$ cat src/rtl/doorbell_defines.svh
`ifndef DOORBELL_DEFINES_SVH
`define DOORBELL_DEFINES_SVH

// register byte offsets
`define DB_CLEAR_OFFSET       8'h70
`define DB_RAISE_OFFSET       8'h74
`define DB_CLR_PERM_OFFSET    8'h78
`define DB_SET_PERM_OFFSET    8'h7c
`define DB_IRQ_STATUS_OFFSET  8'h80
`define DB_IRQ_MASK_OFFSET    8'h84
// field positions
`define DB_PRI_LSB            0
`define DB_SEC_LSB            16
// reset values
`define DB_REQ_RESET          16'h0000
`define DB_PERM_RESET         16'hffff
`define DB_IRQ_RESET          2'h0
// axi responses
`define DB_RESP_OKAY          2'h0
`define DB_RESP_SLVERR        2'h2

`endif

$ cat src/rtl/doorbell_pkg.sv
package doorbell_pkg;

  // one side's request and permission bits
  typedef struct packed {
    logic [15:0] req;
    logic [15:0] clr_perm;
    logic [15:0] set_perm;
  } side_s;

  // captured write
  typedef struct packed {
    logic [7:0]  addr;
    logic [31:0] data;
    logic [3:0]  strb;
  } wr_s;

endpackage : doorbell_pkg

$ cat src/rtl/doorbell_irq.sv
// Behaviour
// - A one written to a low half-word bit of the raise register sets that primary request; reset zero.
// - A one written to an upper half-word bit of the raise register sets that secondary request; reset zero.
// - Reading the primary raise field returns the live primary request bits.
// - Reading the secondary raise field returns the live secondary request bits.
// - A one written to a low bit of the clear-permission register clears that primary mask bit.
// - A one written to an upper bit of the clear-permission register clears that secondary mask bit.
// - A primary clear-permission bit at one blocks clearing its request; resets to all ones.
// - A secondary clear-permission bit at one blocks clearing its request; resets to all ones.
// - A one written to a low bit of the set-permission register sets that primary mask bit.
// - A one written to an upper bit of the set-permission register sets that secondary mask bit.
// - A primary set-permission bit at one blocks setting its request; resets to all ones.
// - A secondary set-permission bit at one blocks setting its request; resets to all ones.
// - Reads of both permission registers return the present mask bits.
// - A one written to the request-clear register clears the request, subject to clear permission.
//
// The AXI4-Lite interface to the registers was decided locally.
`timescale 1ns/100ps
`default_nettype none
`include "doorbell_defines.svh"

module doorbell_irq
(
  input  wire logic        CLK_IN,
  input  wire logic        RST_N_IN,
  input  wire logic [7:0]  S_AXI_AWADDR_IN,
  input  wire logic        S_AXI_AWVALID_IN,
  output var  logic        S_AXI_AWREADY_OUT,
  input  wire logic [31:0] S_AXI_WDATA_IN,
  input  wire logic [3:0]  S_AXI_WSTRB_IN,
  input  wire logic        S_AXI_WVALID_IN,
  output var  logic        S_AXI_WREADY_OUT,
  output var  logic [1:0]  S_AXI_BRESP_OUT,
  output var  logic        S_AXI_BVALID_OUT,
  input  wire logic        S_AXI_BREADY_IN,
  input  wire logic [7:0]  S_AXI_ARADDR_IN,
  input  wire logic        S_AXI_ARVALID_IN,
  output var  logic        S_AXI_ARREADY_OUT,
  output var  logic [31:0] S_AXI_RDATA_OUT,
  output var  logic [1:0]  S_AXI_RRESP_OUT,
  output var  logic        S_AXI_RVALID_OUT,
  input  wire logic        S_AXI_RREADY_IN,
  output var  logic        PRI_IRQ_OUT,
  output var  logic        SEC_IRQ_OUT,
  output var  logic        IRQ_OUT
);

  logic                 rst_meta;
  logic                 rst_n;
  logic                 aw_held;
  logic                 w_held;
  doorbell_pkg::wr_s    wr;
  logic                 wr_fire;
  logic [31:0]          wmask;
  logic [31:0]          clr_bits;
  logic [31:0]          raise_bits;
  doorbell_pkg::side_s  pri;
  doorbell_pkg::side_s  sec;
  logic [1:0]           irq_status;
  logic [1:0]           irq_mask;
  logic [1:0]           req_rise;
  logic [1:0]           req_seen;
  logic [31:0]          wr_ones;
  logic                 hit_clear;
  logic                 hit_raise;
  logic                 hit_clr_perm;
  logic                 hit_set_perm;
  logic                 hit_status;
  logic                 hit_mask;
  logic [15:0]          pri_clr_go;
  logic [15:0]          sec_clr_go;
  logic [15:0]          pri_set_go;
  logic [15:0]          sec_set_go;
  logic [31:0]          next_rdata;
  logic                 rd_ok;
  logic                 wr_ok;

  // reset release synchroniser
  always_ff @(posedge CLK_IN or negedge RST_N_IN)
  begin
    if (!RST_N_IN)
    begin
      rst_meta <= 1'b0;
      rst_n    <= 1'b0;
    end
    else
    begin
      rst_meta <= 1'b1;
      rst_n    <= rst_meta;
    end
  end

  // write address / data capture, either order
  always_ff @(posedge CLK_IN or negedge rst_n)
  begin
    if (!rst_n)
    begin
      aw_held           <= 1'b0;
      w_held            <= 1'b0;
      wr                <= '0;
      S_AXI_AWREADY_OUT <= 1'b1;
      S_AXI_WREADY_OUT  <= 1'b1;
    end
    else
    begin
      if (S_AXI_AWVALID_IN && S_AXI_AWREADY_OUT)
      begin
        wr.addr           <= S_AXI_AWADDR_IN;
        aw_held           <= 1'b1;
        S_AXI_AWREADY_OUT <= 1'b0;
      end
      if (S_AXI_WVALID_IN && S_AXI_WREADY_OUT)
      begin
        wr.data          <= S_AXI_WDATA_IN;
        wr.strb          <= S_AXI_WSTRB_IN;
        w_held           <= 1'b1;
        S_AXI_WREADY_OUT <= 1'b0;
      end
      if (wr_fire)
      begin
        aw_held <= 1'b0;
        w_held  <= 1'b0;
      end
      if (S_AXI_BVALID_OUT && S_AXI_BREADY_IN)
      begin
        S_AXI_AWREADY_OUT <= 1'b1;
        S_AXI_WREADY_OUT  <= 1'b1;
      end
    end
  end

  // a write executes once both halves are held and no response is pending
  assign wr_fire = aw_held && w_held && !S_AXI_BVALID_OUT;

  // byte strobes expanded to a bit mask
  genvar gi;
  generate
    for (gi = 0; gi < 4; gi = gi + 1)
    begin : g_strb
      assign wmask[gi*8 +: 8] = {8{wr.strb[gi]}};
    end
  endgenerate

  // written ones, masked by the byte strobes
  assign wr_ones = wr.data & wmask;

  // write-one strobes for the request registers, only on the cycle a write executes
  assign clr_bits   = (wr_fire && hit_clear) ? wr_ones : 32'h0;
  assign raise_bits = (wr_fire && hit_raise) ? wr_ones : 32'h0;

  // per-side strobes that survive the permission masks
  // a permission bit at one swallows its strobe, so a doorbell that
  // one side has locked cannot be disturbed by the other
  assign pri_clr_go = clr_bits[`DB_PRI_LSB +: 16] & ~pri.clr_perm;
  assign sec_clr_go = clr_bits[`DB_SEC_LSB +: 16] & ~sec.clr_perm;
  assign pri_set_go = raise_bits[`DB_PRI_LSB +: 16] & ~pri.set_perm;
  assign sec_set_go = raise_bits[`DB_SEC_LSB +: 16] & ~sec.set_perm;

  // primary side: requests and both permission masks; the set-permission bits
  // only ever gain ones, here and in the secondary block, so from reset no
  // doorbell ever rises, as no logic lowers them
  always_ff @(posedge CLK_IN or negedge rst_n)
  begin
    if (!rst_n)
    begin
      pri.req      <= `DB_REQ_RESET;
      pri.clr_perm <= `DB_PERM_RESET;
      pri.set_perm <= `DB_PERM_RESET;
    end
    else
    begin
      // set wins over clear, though one write never carries both
      pri.req <= (pri.req & ~pri_clr_go) | pri_set_go;
      if (wr_fire && hit_clr_perm)
      begin
        pri.clr_perm <= pri.clr_perm & ~wr_ones[`DB_PRI_LSB +: 16];
      end
      if (wr_fire && hit_set_perm)
      begin
        pri.set_perm <= pri.set_perm | wr_ones[`DB_PRI_LSB +: 16];
      end
    end
  end

  // secondary side: requests and both permission masks
  always_ff @(posedge CLK_IN or negedge rst_n)
  begin
    if (!rst_n)
    begin
      sec.req      <= `DB_REQ_RESET;
      sec.clr_perm <= `DB_PERM_RESET;
      sec.set_perm <= `DB_PERM_RESET;
    end
    else
    begin
      // set wins over clear, though one write never carries both
      sec.req <= (sec.req & ~sec_clr_go) | sec_set_go;
      if (wr_fire && hit_clr_perm)
      begin
        sec.clr_perm <= sec.clr_perm & ~wr_ones[`DB_SEC_LSB +: 16];
      end
      if (wr_fire && hit_set_perm)
      begin
        sec.set_perm <= sec.set_perm | wr_ones[`DB_SEC_LSB +: 16];
      end
    end
  end

  // rising edge of each side's request activity; bit 0 primary, bit 1 secondary
  assign req_rise = {|sec.req, |pri.req} & ~req_seen;

  // last cycle's activity; reset equals the idle level, so no false edge after reset
  always_ff @(posedge CLK_IN or negedge rst_n)
  begin
    if (!rst_n)
    begin
      req_seen <= `DB_IRQ_RESET;
    end
    else
    begin
      req_seen <= {|sec.req, |pri.req};
    end
  end

  // sticky event status, write one to clear; an edge in the clear cycle wins
  always_ff @(posedge CLK_IN or negedge rst_n)
  begin
    if (!rst_n)
    begin
      irq_status <= `DB_IRQ_RESET;
    end
    else if (wr_fire && hit_status && wr.strb[0])
    begin
      irq_status <= (irq_status & ~wr.data[1:0]) | req_rise;
    end
    else
    begin
      irq_status <= irq_status | req_rise;
    end
  end

  // event enables, plain read-write
  always_ff @(posedge CLK_IN or negedge rst_n)
  begin
    if (!rst_n)
    begin
      irq_mask <= `DB_IRQ_RESET;
    end
    else if (wr_fire && hit_mask && wr.strb[0])
    begin
      irq_mask <= wr.data[1:0];
    end
  end

  // doorbell line toward the primary side, registered
  always_ff @(posedge CLK_IN or negedge rst_n)
  begin
    if (!rst_n)
    begin
      PRI_IRQ_OUT <= 1'b0;
    end
    else
    begin
      PRI_IRQ_OUT <= |pri.req;
    end
  end

  // doorbell line toward the secondary side, registered
  always_ff @(posedge CLK_IN or negedge rst_n)
  begin
    if (!rst_n)
    begin
      SEC_IRQ_OUT <= 1'b0;
    end
    else
    begin
      SEC_IRQ_OUT <= |sec.req;
    end
  end

  // summary line for unmasked sticky events, registered
  always_ff @(posedge CLK_IN or negedge rst_n)
  begin
    if (!rst_n)
    begin
      IRQ_OUT <= 1'b0;
    end
    else
    begin
      IRQ_OUT <= |(irq_status & irq_mask);
    end
  end

  // write address decode: one hit per register, unmapped answers an error
  always_comb
  begin
    hit_clear    = 1'b0;
    hit_raise    = 1'b0;
    hit_clr_perm = 1'b0;
    hit_set_perm = 1'b0;
    hit_status   = 1'b0;
    hit_mask     = 1'b0;
    wr_ok        = 1'b1;
    unique case (wr.addr)
      `DB_CLEAR_OFFSET:
        hit_clear = 1'b1;
      `DB_RAISE_OFFSET:
        hit_raise = 1'b1;
      `DB_CLR_PERM_OFFSET:
        hit_clr_perm = 1'b1;
      `DB_SET_PERM_OFFSET:
        hit_set_perm = 1'b1;
      `DB_IRQ_STATUS_OFFSET:
        hit_status = 1'b1;
      `DB_IRQ_MASK_OFFSET:
        hit_mask = 1'b1;
      default:
        wr_ok = 1'b0;
    endcase
  end

  // write response
  always_ff @(posedge CLK_IN or negedge rst_n)
  begin
    if (!rst_n)
    begin
      S_AXI_BVALID_OUT <= 1'b0;
      S_AXI_BRESP_OUT  <= `DB_RESP_OKAY;
    end
    else if (wr_fire)
    begin
      S_AXI_BVALID_OUT <= 1'b1;
      S_AXI_BRESP_OUT  <= wr_ok ? `DB_RESP_OKAY : `DB_RESP_SLVERR;
    end
    else if (S_AXI_BREADY_IN)
      S_AXI_BVALID_OUT <= 1'b0;
  end

  // read data mux
  always_comb
  begin
    next_rdata = 32'h0;
    rd_ok      = 1'b1;
    unique case (S_AXI_ARADDR_IN)
      `DB_CLEAR_OFFSET, `DB_RAISE_OFFSET:
        next_rdata = {sec.req, pri.req};
      `DB_CLR_PERM_OFFSET:
        next_rdata = {sec.clr_perm, pri.clr_perm};
      `DB_SET_PERM_OFFSET:
        next_rdata = {sec.set_perm, pri.set_perm};
      `DB_IRQ_STATUS_OFFSET:
        next_rdata = {30'h0, irq_status};
      `DB_IRQ_MASK_OFFSET:
        next_rdata = {30'h0, irq_mask};
      default:
        rd_ok = 1'b0;
    endcase
  end

  // read channel: accept, answer next cycle, hold until taken
  always_ff @(posedge CLK_IN or negedge rst_n)
  begin
    if (!rst_n)
    begin
      S_AXI_ARREADY_OUT <= 1'b1;
      S_AXI_RVALID_OUT  <= 1'b0;
      S_AXI_RDATA_OUT   <= 32'h0;
      S_AXI_RRESP_OUT   <= `DB_RESP_OKAY;
    end
    else if (S_AXI_ARVALID_IN && S_AXI_ARREADY_OUT)
    begin
      S_AXI_ARREADY_OUT <= 1'b0;
      S_AXI_RVALID_OUT  <= 1'b1;
      S_AXI_RDATA_OUT   <= next_rdata;
      S_AXI_RRESP_OUT   <= rd_ok ? `DB_RESP_OKAY : `DB_RESP_SLVERR;
    end
    else if (S_AXI_RVALID_OUT && S_AXI_RREADY_IN)
    begin
      S_AXI_ARREADY_OUT <= 1'b1;
      S_AXI_RVALID_OUT  <= 1'b0;
    end
  end

endmodule : doorbell_irq

`default_nettype wire

$ cat config.mk
export PLATFORM = sky130hd
export DESIGN_NAME = doorbell_irq
export DESIGN_NICKNAME = d
export VERILOG_FILES = /design/src/rtl/doorbell_pkg.sv /design/src/rtl/doorbell_irq.sv
export VERILOG_INCLUDE_DIRS = /design/src /design/src/rtl
export SDC_FILE = /design/constraint.sdc
export NUM_CORES = 1
export LEC_CHECK = 0
export ABC_AREA = 1
export BUFFER_PORTS_ARGS = -buffer_cell sky130_fd_sc_hd__buf_2
export CORE_ASPECT_RATIO = 0.75
export CORE_UTILIZATION = 30
export CTS_BUF_LIST = sky130_fd_sc_hd__clkbuf_16
export CTS_CLUSTER_DIAMETER = 150
export DETAILED_ROUTE_END_ITERATION = 8
export PLACE_DENSITY = 0.56
export SKIP_LAST_GASP = 1
export SLEW_MARGIN = 0
export SYNTH_ARGS = -nofsm -noshare
export SYNTH_HDL_FRONTEND = slang
export SYNTH_SLANG_ARGS = --single-unit
$ cat constraint.sdc
create_clock -name CLK_IN -period 5.6 [get_ports CLK_IN]
set_input_delay 0.28 -clock CLK_IN [delete_from_list [all_inputs] [get_ports CLK_IN]]
set_output_delay 0.28 -clock CLK_IN [all_outputs]
set_load 0.01 [all_outputs]
After elaboration in Yosys (flattened, before gate mapping). Cells that the tools add are included.

Register bits: 194. Input port bits: 59. Output and inout port bits: 44. Logic and storage cells: 123.

Equality and inequality tests: 12. Mux-type cells: 28. Bitwise gates (word level): 28. Reduce and logical (&&, ||, !) cells: 28.

Operator list (count): 32-bit one-hot mux with 5 select lines (1); 16-bit AND (8); 16-bit NOT (8); 8-bit by 7-bit equality test with 1-bit output (second input constant) (8); 32-bit two-way mux (2); 16-bit bitwise OR (4); 32-bit AND (1); 8-bit equality test (second input constant) (4); 16-bit OR reduction (2); 1-bit two-way mux (22); 1-bit logical AND (15); 2-bit nonzero test (6); 6-bit OR reduction (2); 2-bit AND (3); 2-bit two-way mux (3); 2-bit NOT (2); 2-bit bitwise OR (2); 2-bit OR reduction (2); 1-bit logical NOT (1).

Logic depth before layout (Yosys ltp).
Depth in word-level cells: 8. Gate-level depth with buffers: 10. Gate-level depth less buffers: 9.

Worst setup path before layout. No wires, ideal clock.

Path kind: register -> register. From: reg S_AXI_BVALID_OUT. To: reg sec[38] (netlist name). Library setup time: 0.116 ns. Arrival time: 1.211 ns. Data required time: 5.484 ns. Setup slack: 4.272 ns. Stages on the path, launching flop included: 8. Buffers on the path: 1. Period minus slack after synthesis: 1.328 ns. Cells stage by stage: dfrtp_1 inv_2 nand3_4 nor3_4 buf_6 nand3_1 nand2_1 nand2_1.

Longest elaborated chain between the ends: 8. Elaborated cells on any way between the ends: 11. Those cells by class: mux (2); bitwise (5); reduce/logical (4).

Ends and longest elaborated chain: start: declaration (RTL line doorbell_irq.sv:34) `output var logic S_AXI_BVALID_OUT,`; start signal: assignment (RTL line doorbell_irq.sv:327) `S_AXI_BVALID_OUT <= 1'b0;`; start signal: assignment (RTL line doorbell_irq.sv:332) `S_AXI_BVALID_OUT <= 1'b1;`; start signal: assignment (RTL line doorbell_irq.sv:336) `S_AXI_BVALID_OUT <= 1'b0;`; 1-bit logical NOT (*) (RTL line doorbell_irq.sv:133) `assign wr_fire = aw_held && w_held && !S_AXI_BVALID_OUT;`; 1-bit logical AND (*) (RTL line doorbell_irq.sv:133); 1-bit logical AND (RTL line doorbell_irq.sv:148) `assign clr_bits = (wr_fire && hit_clear) ? wr_ones : 32'h0;`; 32-bit two-way mux (RTL line doorbell_irq.sv:148); 16-bit AND (RTL line doorbell_irq.sv:155) `` assign sec_clr_go = clr_bits[`DB_SEC_LSB +: 16] & ~sec.clr_perm; ``; 16-bit NOT (RTL line doorbell_irq.sv:197) `sec.req <= (sec.req & ~sec_clr_go) | sec_set_go;`; 16-bit AND (RTL line doorbell_irq.sv:197); 16-bit bitwise OR (*) (RTL line doorbell_irq.sv:197); end: declaration (RTL line doorbell_irq.sv:58) `doorbell_pkg::side_s sec;`.

Mark *: on every way between the ends. The rest lies on a longest branch, timed or not. A chain may end at the register's enable or synchronous reset.

Worst setup path in the final report.
From: reg S_AXI_ARREADY_OUT. To: reg S_AXI_RDATA_OUT[5].

Longest elaborated chain between the ends: 1.

Ends and longest elaborated chain: start: declaration (RTL line doorbell_irq.sv:38) `output var logic S_AXI_ARREADY_OUT,`; start signal: assignment (RTL line doorbell_irq.sv:365) `S_AXI_ARREADY_OUT <= 1'b1;`; start signal: assignment (RTL line doorbell_irq.sv:372) `S_AXI_ARREADY_OUT <= 1'b0;`; start signal: assignment (RTL line doorbell_irq.sv:379) `S_AXI_ARREADY_OUT <= 1'b1;`; 1-bit logical AND (RTL line doorbell_irq.sv:370) `else if (S_AXI_ARVALID_IN && S_AXI_ARREADY_OUT)`; end signal: assignment (RTL line doorbell_irq.sv:374) `S_AXI_RDATA_OUT <= next_rdata;`; end: declaration (RTL line doorbell_irq.sv:39) `output var logic [31:0] S_AXI_RDATA_OUT,`.

Every way passes these cells.

==> impl_results.md <==
- CP max stage delay: 0.88 ns
- Busiest layer in global routing: met1
- Slew Limit Fails: 0
- Achievable Freq: 0.473 GHz
- Mapped Cells: 1006
- P_sw: 1.12 mW
- Die W: 196 µm
- Nets: 1150
- Setup crit start: S_AXI_ARREADY_OUT
- Port bufs: 100
- Root Driver: clkbuf_16
- Post-route ant nets: 0
- Worst-skew pair later-pin latency: 0.43 ns
- CTS tree: built
- Slowest library cell on the worst path: inv_1
- First-pass GRT wire length: 36.9 mm
- Io pins: 103
- Status: complete, no violations
- Reg clk slew, reported paths: 0.07 ns
- Post-CTS Setup Bufs: 0
- DP HPWL: 14.6 mm
- Sequential Area: 4840 µm²
- Initial DRC count: 542
- Worst clock skew: 0.0115 ns
- Reg2Reg Launch Point: S_AXI_ARREADY_OUT
- Worst path cell trace: nand2_1, buf_4, inv_1, nand2_1, nand2_1
- Setup_tns: 0 ns
- Switching portion of total power: 31.3%
- GR Overflow Total: 0
- Seq/Total Area, Yosys: 56.9%
- Vias in the first global route: 6609
- Residual DRC: 0
- Area growth from synthesis to layout: 16.4%
- Detailed Routing Iterations Pass 1: 5
- Core Box Area: 27400 µm²
- Syn_area_per_cell: 8.46 µm²
- Critical path type: reg -> reg
- Multi-input logic area: 2910 µm²
- RSZ-0062 raised after global routing: no
- Final-report setup violation count: 0
- H-tree depth: 4
- Slew at the pin closest to its max-slew limit: 1.12 ns
- DR vias: 6650
- Synthesized area: 8510 µm²
- Met1 Use GR: 25.7%
- Top fanout value on the critical path: 39
- Ys Warns: 0
- Die ar.: 29000 µm²
- Met3 usage: 3.47%
- Initial Utilization: 31.1%
- Vias per inst: 4.48
- Initial antenna violation count: 2
- Hold_sp: S_AXI_WVALID_IN
- Internal power: 2.45 mW
- Die height: 148 µm
- Post-CTS Resized: 0
- Clock buffer depth: 2
- Final Total Pwr: 3.57 mW
- Pin count of the biggest net entering global routing: 189
- #FFs+latches synth: 190
- Startpoint types: flop
- Max VDD drop: 0.000193 V
- Sequential Power Share: 48.4%
- Rows: 52
- WL/cell: 15.3 µm
- Worst setup EP type: flop
- Worst slew margin: 25.0%
- Routing usage on met2: 22.5%
- GRT Util Overall: 16.4%
- Final Critical Period: 2.11 ns
- Total wire length: 22.7 mm
- Synth cell types: 30
- CTS Buf Count: 17
- Clock power frac: 34.8%
- Final period util: 37.7%
- Arrival time at the worst endpoint: 2.48 ns
- Layout filler cell count: 2932
- Fin. Hold Viols: 0
- Global placement routability congestion: 0.769
- Leakage: 5.48 nW
- Cell Pwr Density: 361 nW/µm²
- Sink Count: 190
- Max Cap Viol: 0
- Most used cell, CP: nand2_1
- Comb power frac: 16.8%
- Share of cells above drive strength 1: 20.7%
- CP Data Required Time: 5.96 ns
- Worst min-delay path category: in -> reg
## worst max-delay path: cells and delay by family, from the launching register on
kind	cells	cell delay, ns
DFF	1	0.53
buffers and inverters	2	1.16
and+or+nand+nor	3	0.33
## per-layer routing
metal  wire [µm]  part of all wire, %
met4         227                  1.0
met2        9000                   40
met3        1200                  5.3
met5          13                0.057
met1       12200                   54
## per-stage QoR
step / instance area [µm²] / setup slack, ns / cells / util [%] / hold slack, ns
6_report: 9900 / 3.49 / 1483 / 36.1 / 0.0278
5_1_grt: 9900 / 3.27 / 1482 / 36.1 / 0.0249
4_1_cts: 9900 / 3.41 / 1482 / 36.1 / 0.0116
3_5_place_dp: 9280 / 3.38 / 1448 / 33.9 / 0.0746
3_3_place_gp: 9280 / 3.43 / 1448 / 33.9 / 0.0710
2_1_floorplan: 8510 / 0.0306 / 1007 / - / -0.0156
## synthesized netlist by cell type (all sizes together)
library cell	n	area (µm²)
nand3	113	591
a31oi	1	6.26
clkbuf	15	56.3
a21oi	38	190
nor2	31	146
buf	30	235
inv	129	484
conb	2	7.51
nand3b	1	7.51
o21ai	52	260
o211ai	26	195
nand2	365	1380
nor3b	1	7.51
nor4	4	25.0
dfrtp	123	3080
a22o	1	8.76
nand4	3	25.0
nor3	4	42.5
dfstp	67	1760
## area by class of cell
cell class	instances	area share (%)
flip-flops and latches	190	48.9
inverters	129	4.89
clock inverters	15	1.73
repair buffers	110	5.99
well taps	378	4.78
multi-input cells	643	29.4
diodes	1	0.0253
clock buffers	17	4.30
## cell usage in the layout (no fill, tap or decap), types with 4 or more instances in the layout
| cell type | instances |
|---|---|
| o211ai_1 | 26 |
| clkbuf_16 | 17 |
| buf_4 | 7 |
| nor4_1 | 4 |
| o21ai_1 | 36 |
| nand2_1 | 362 |
| o21ai_0 | 16 |
| nor2_1 | 25 |
| inv_1 | 122 |
| dfstp_2 | 67 |
| nor2_4 | 5 |
| nand3_1 | 111 |
| a21oi_1 | 38 |
| buf_2 | 100 |
| inv_2 | 9 |
| dfrtp_1 | 122 |
## power by group through the flow
stage	clock (mW)	combinational, mW	sequential [mW]
after global routing	1.33	0.704	1.76
final	1.24	0.599	1.73
after global placement	0	0.598	1.75
after CTS	1.28	0.612	1.73
after detailed placement	0	0.607	1.75
after floorplan	0	0.423	1.72
## state kept, by name (all words and copies together) (netlist names)
signal and count:
IRQ_OUT 1, SEC_IRQ_OUT 1, S_AXI_ARREADY_OUT 1, S_AXI_AWREADY_OUT 1
S_AXI_BRESP_OUT 1, S_AXI_BVALID_OUT 1, S_AXI_RDATA_OUT 32, S_AXI_RRESP_OUT 1
S_AXI_RVALID_OUT 1, S_AXI_WREADY_OUT 1, aw_held 1, irq_mask 2
irq_status 2, pri 48, req_seen 1, rst_meta 1
rst_n 1, sec 48, w_held 1, wmask 4
wr 40
## path summary, 6_finish.rpt
| check | to | slack (ns) | depth (start not counted) |
|---|---|---|---|
| worst max register to register | S_AXI_RDATA_OUT[5] | 3.49 | 5 |
| worst min-delay path | S_AXI_WREADY_OUT | 0.03 | 2 |
| worst min register to register | rst_n | 0.35 | 0 |
| worst max-delay path | S_AXI_RDATA_OUT[5] | 3.49 | 5 |
| max in group asynchronous | S_AXI_RRESP_OUT[1] | 4.28 | 1 |
| min in group asynchronous | rst_meta | 0.16 | 2 |
## cells by family after synthesis
family / share of synthesized area (%)
simple gates: 26.2
flops: 56.9
buf+inv: 9.12
compound gates: 7.76
other cells: 0.0883
## what timing repair did
item	4_1_cts	5_1_grt
endpoints found under the hold margin	3	0
hold buffers	2	0
endpoints found under the setup margin	0	0
(Power assumes the default switching activity.)
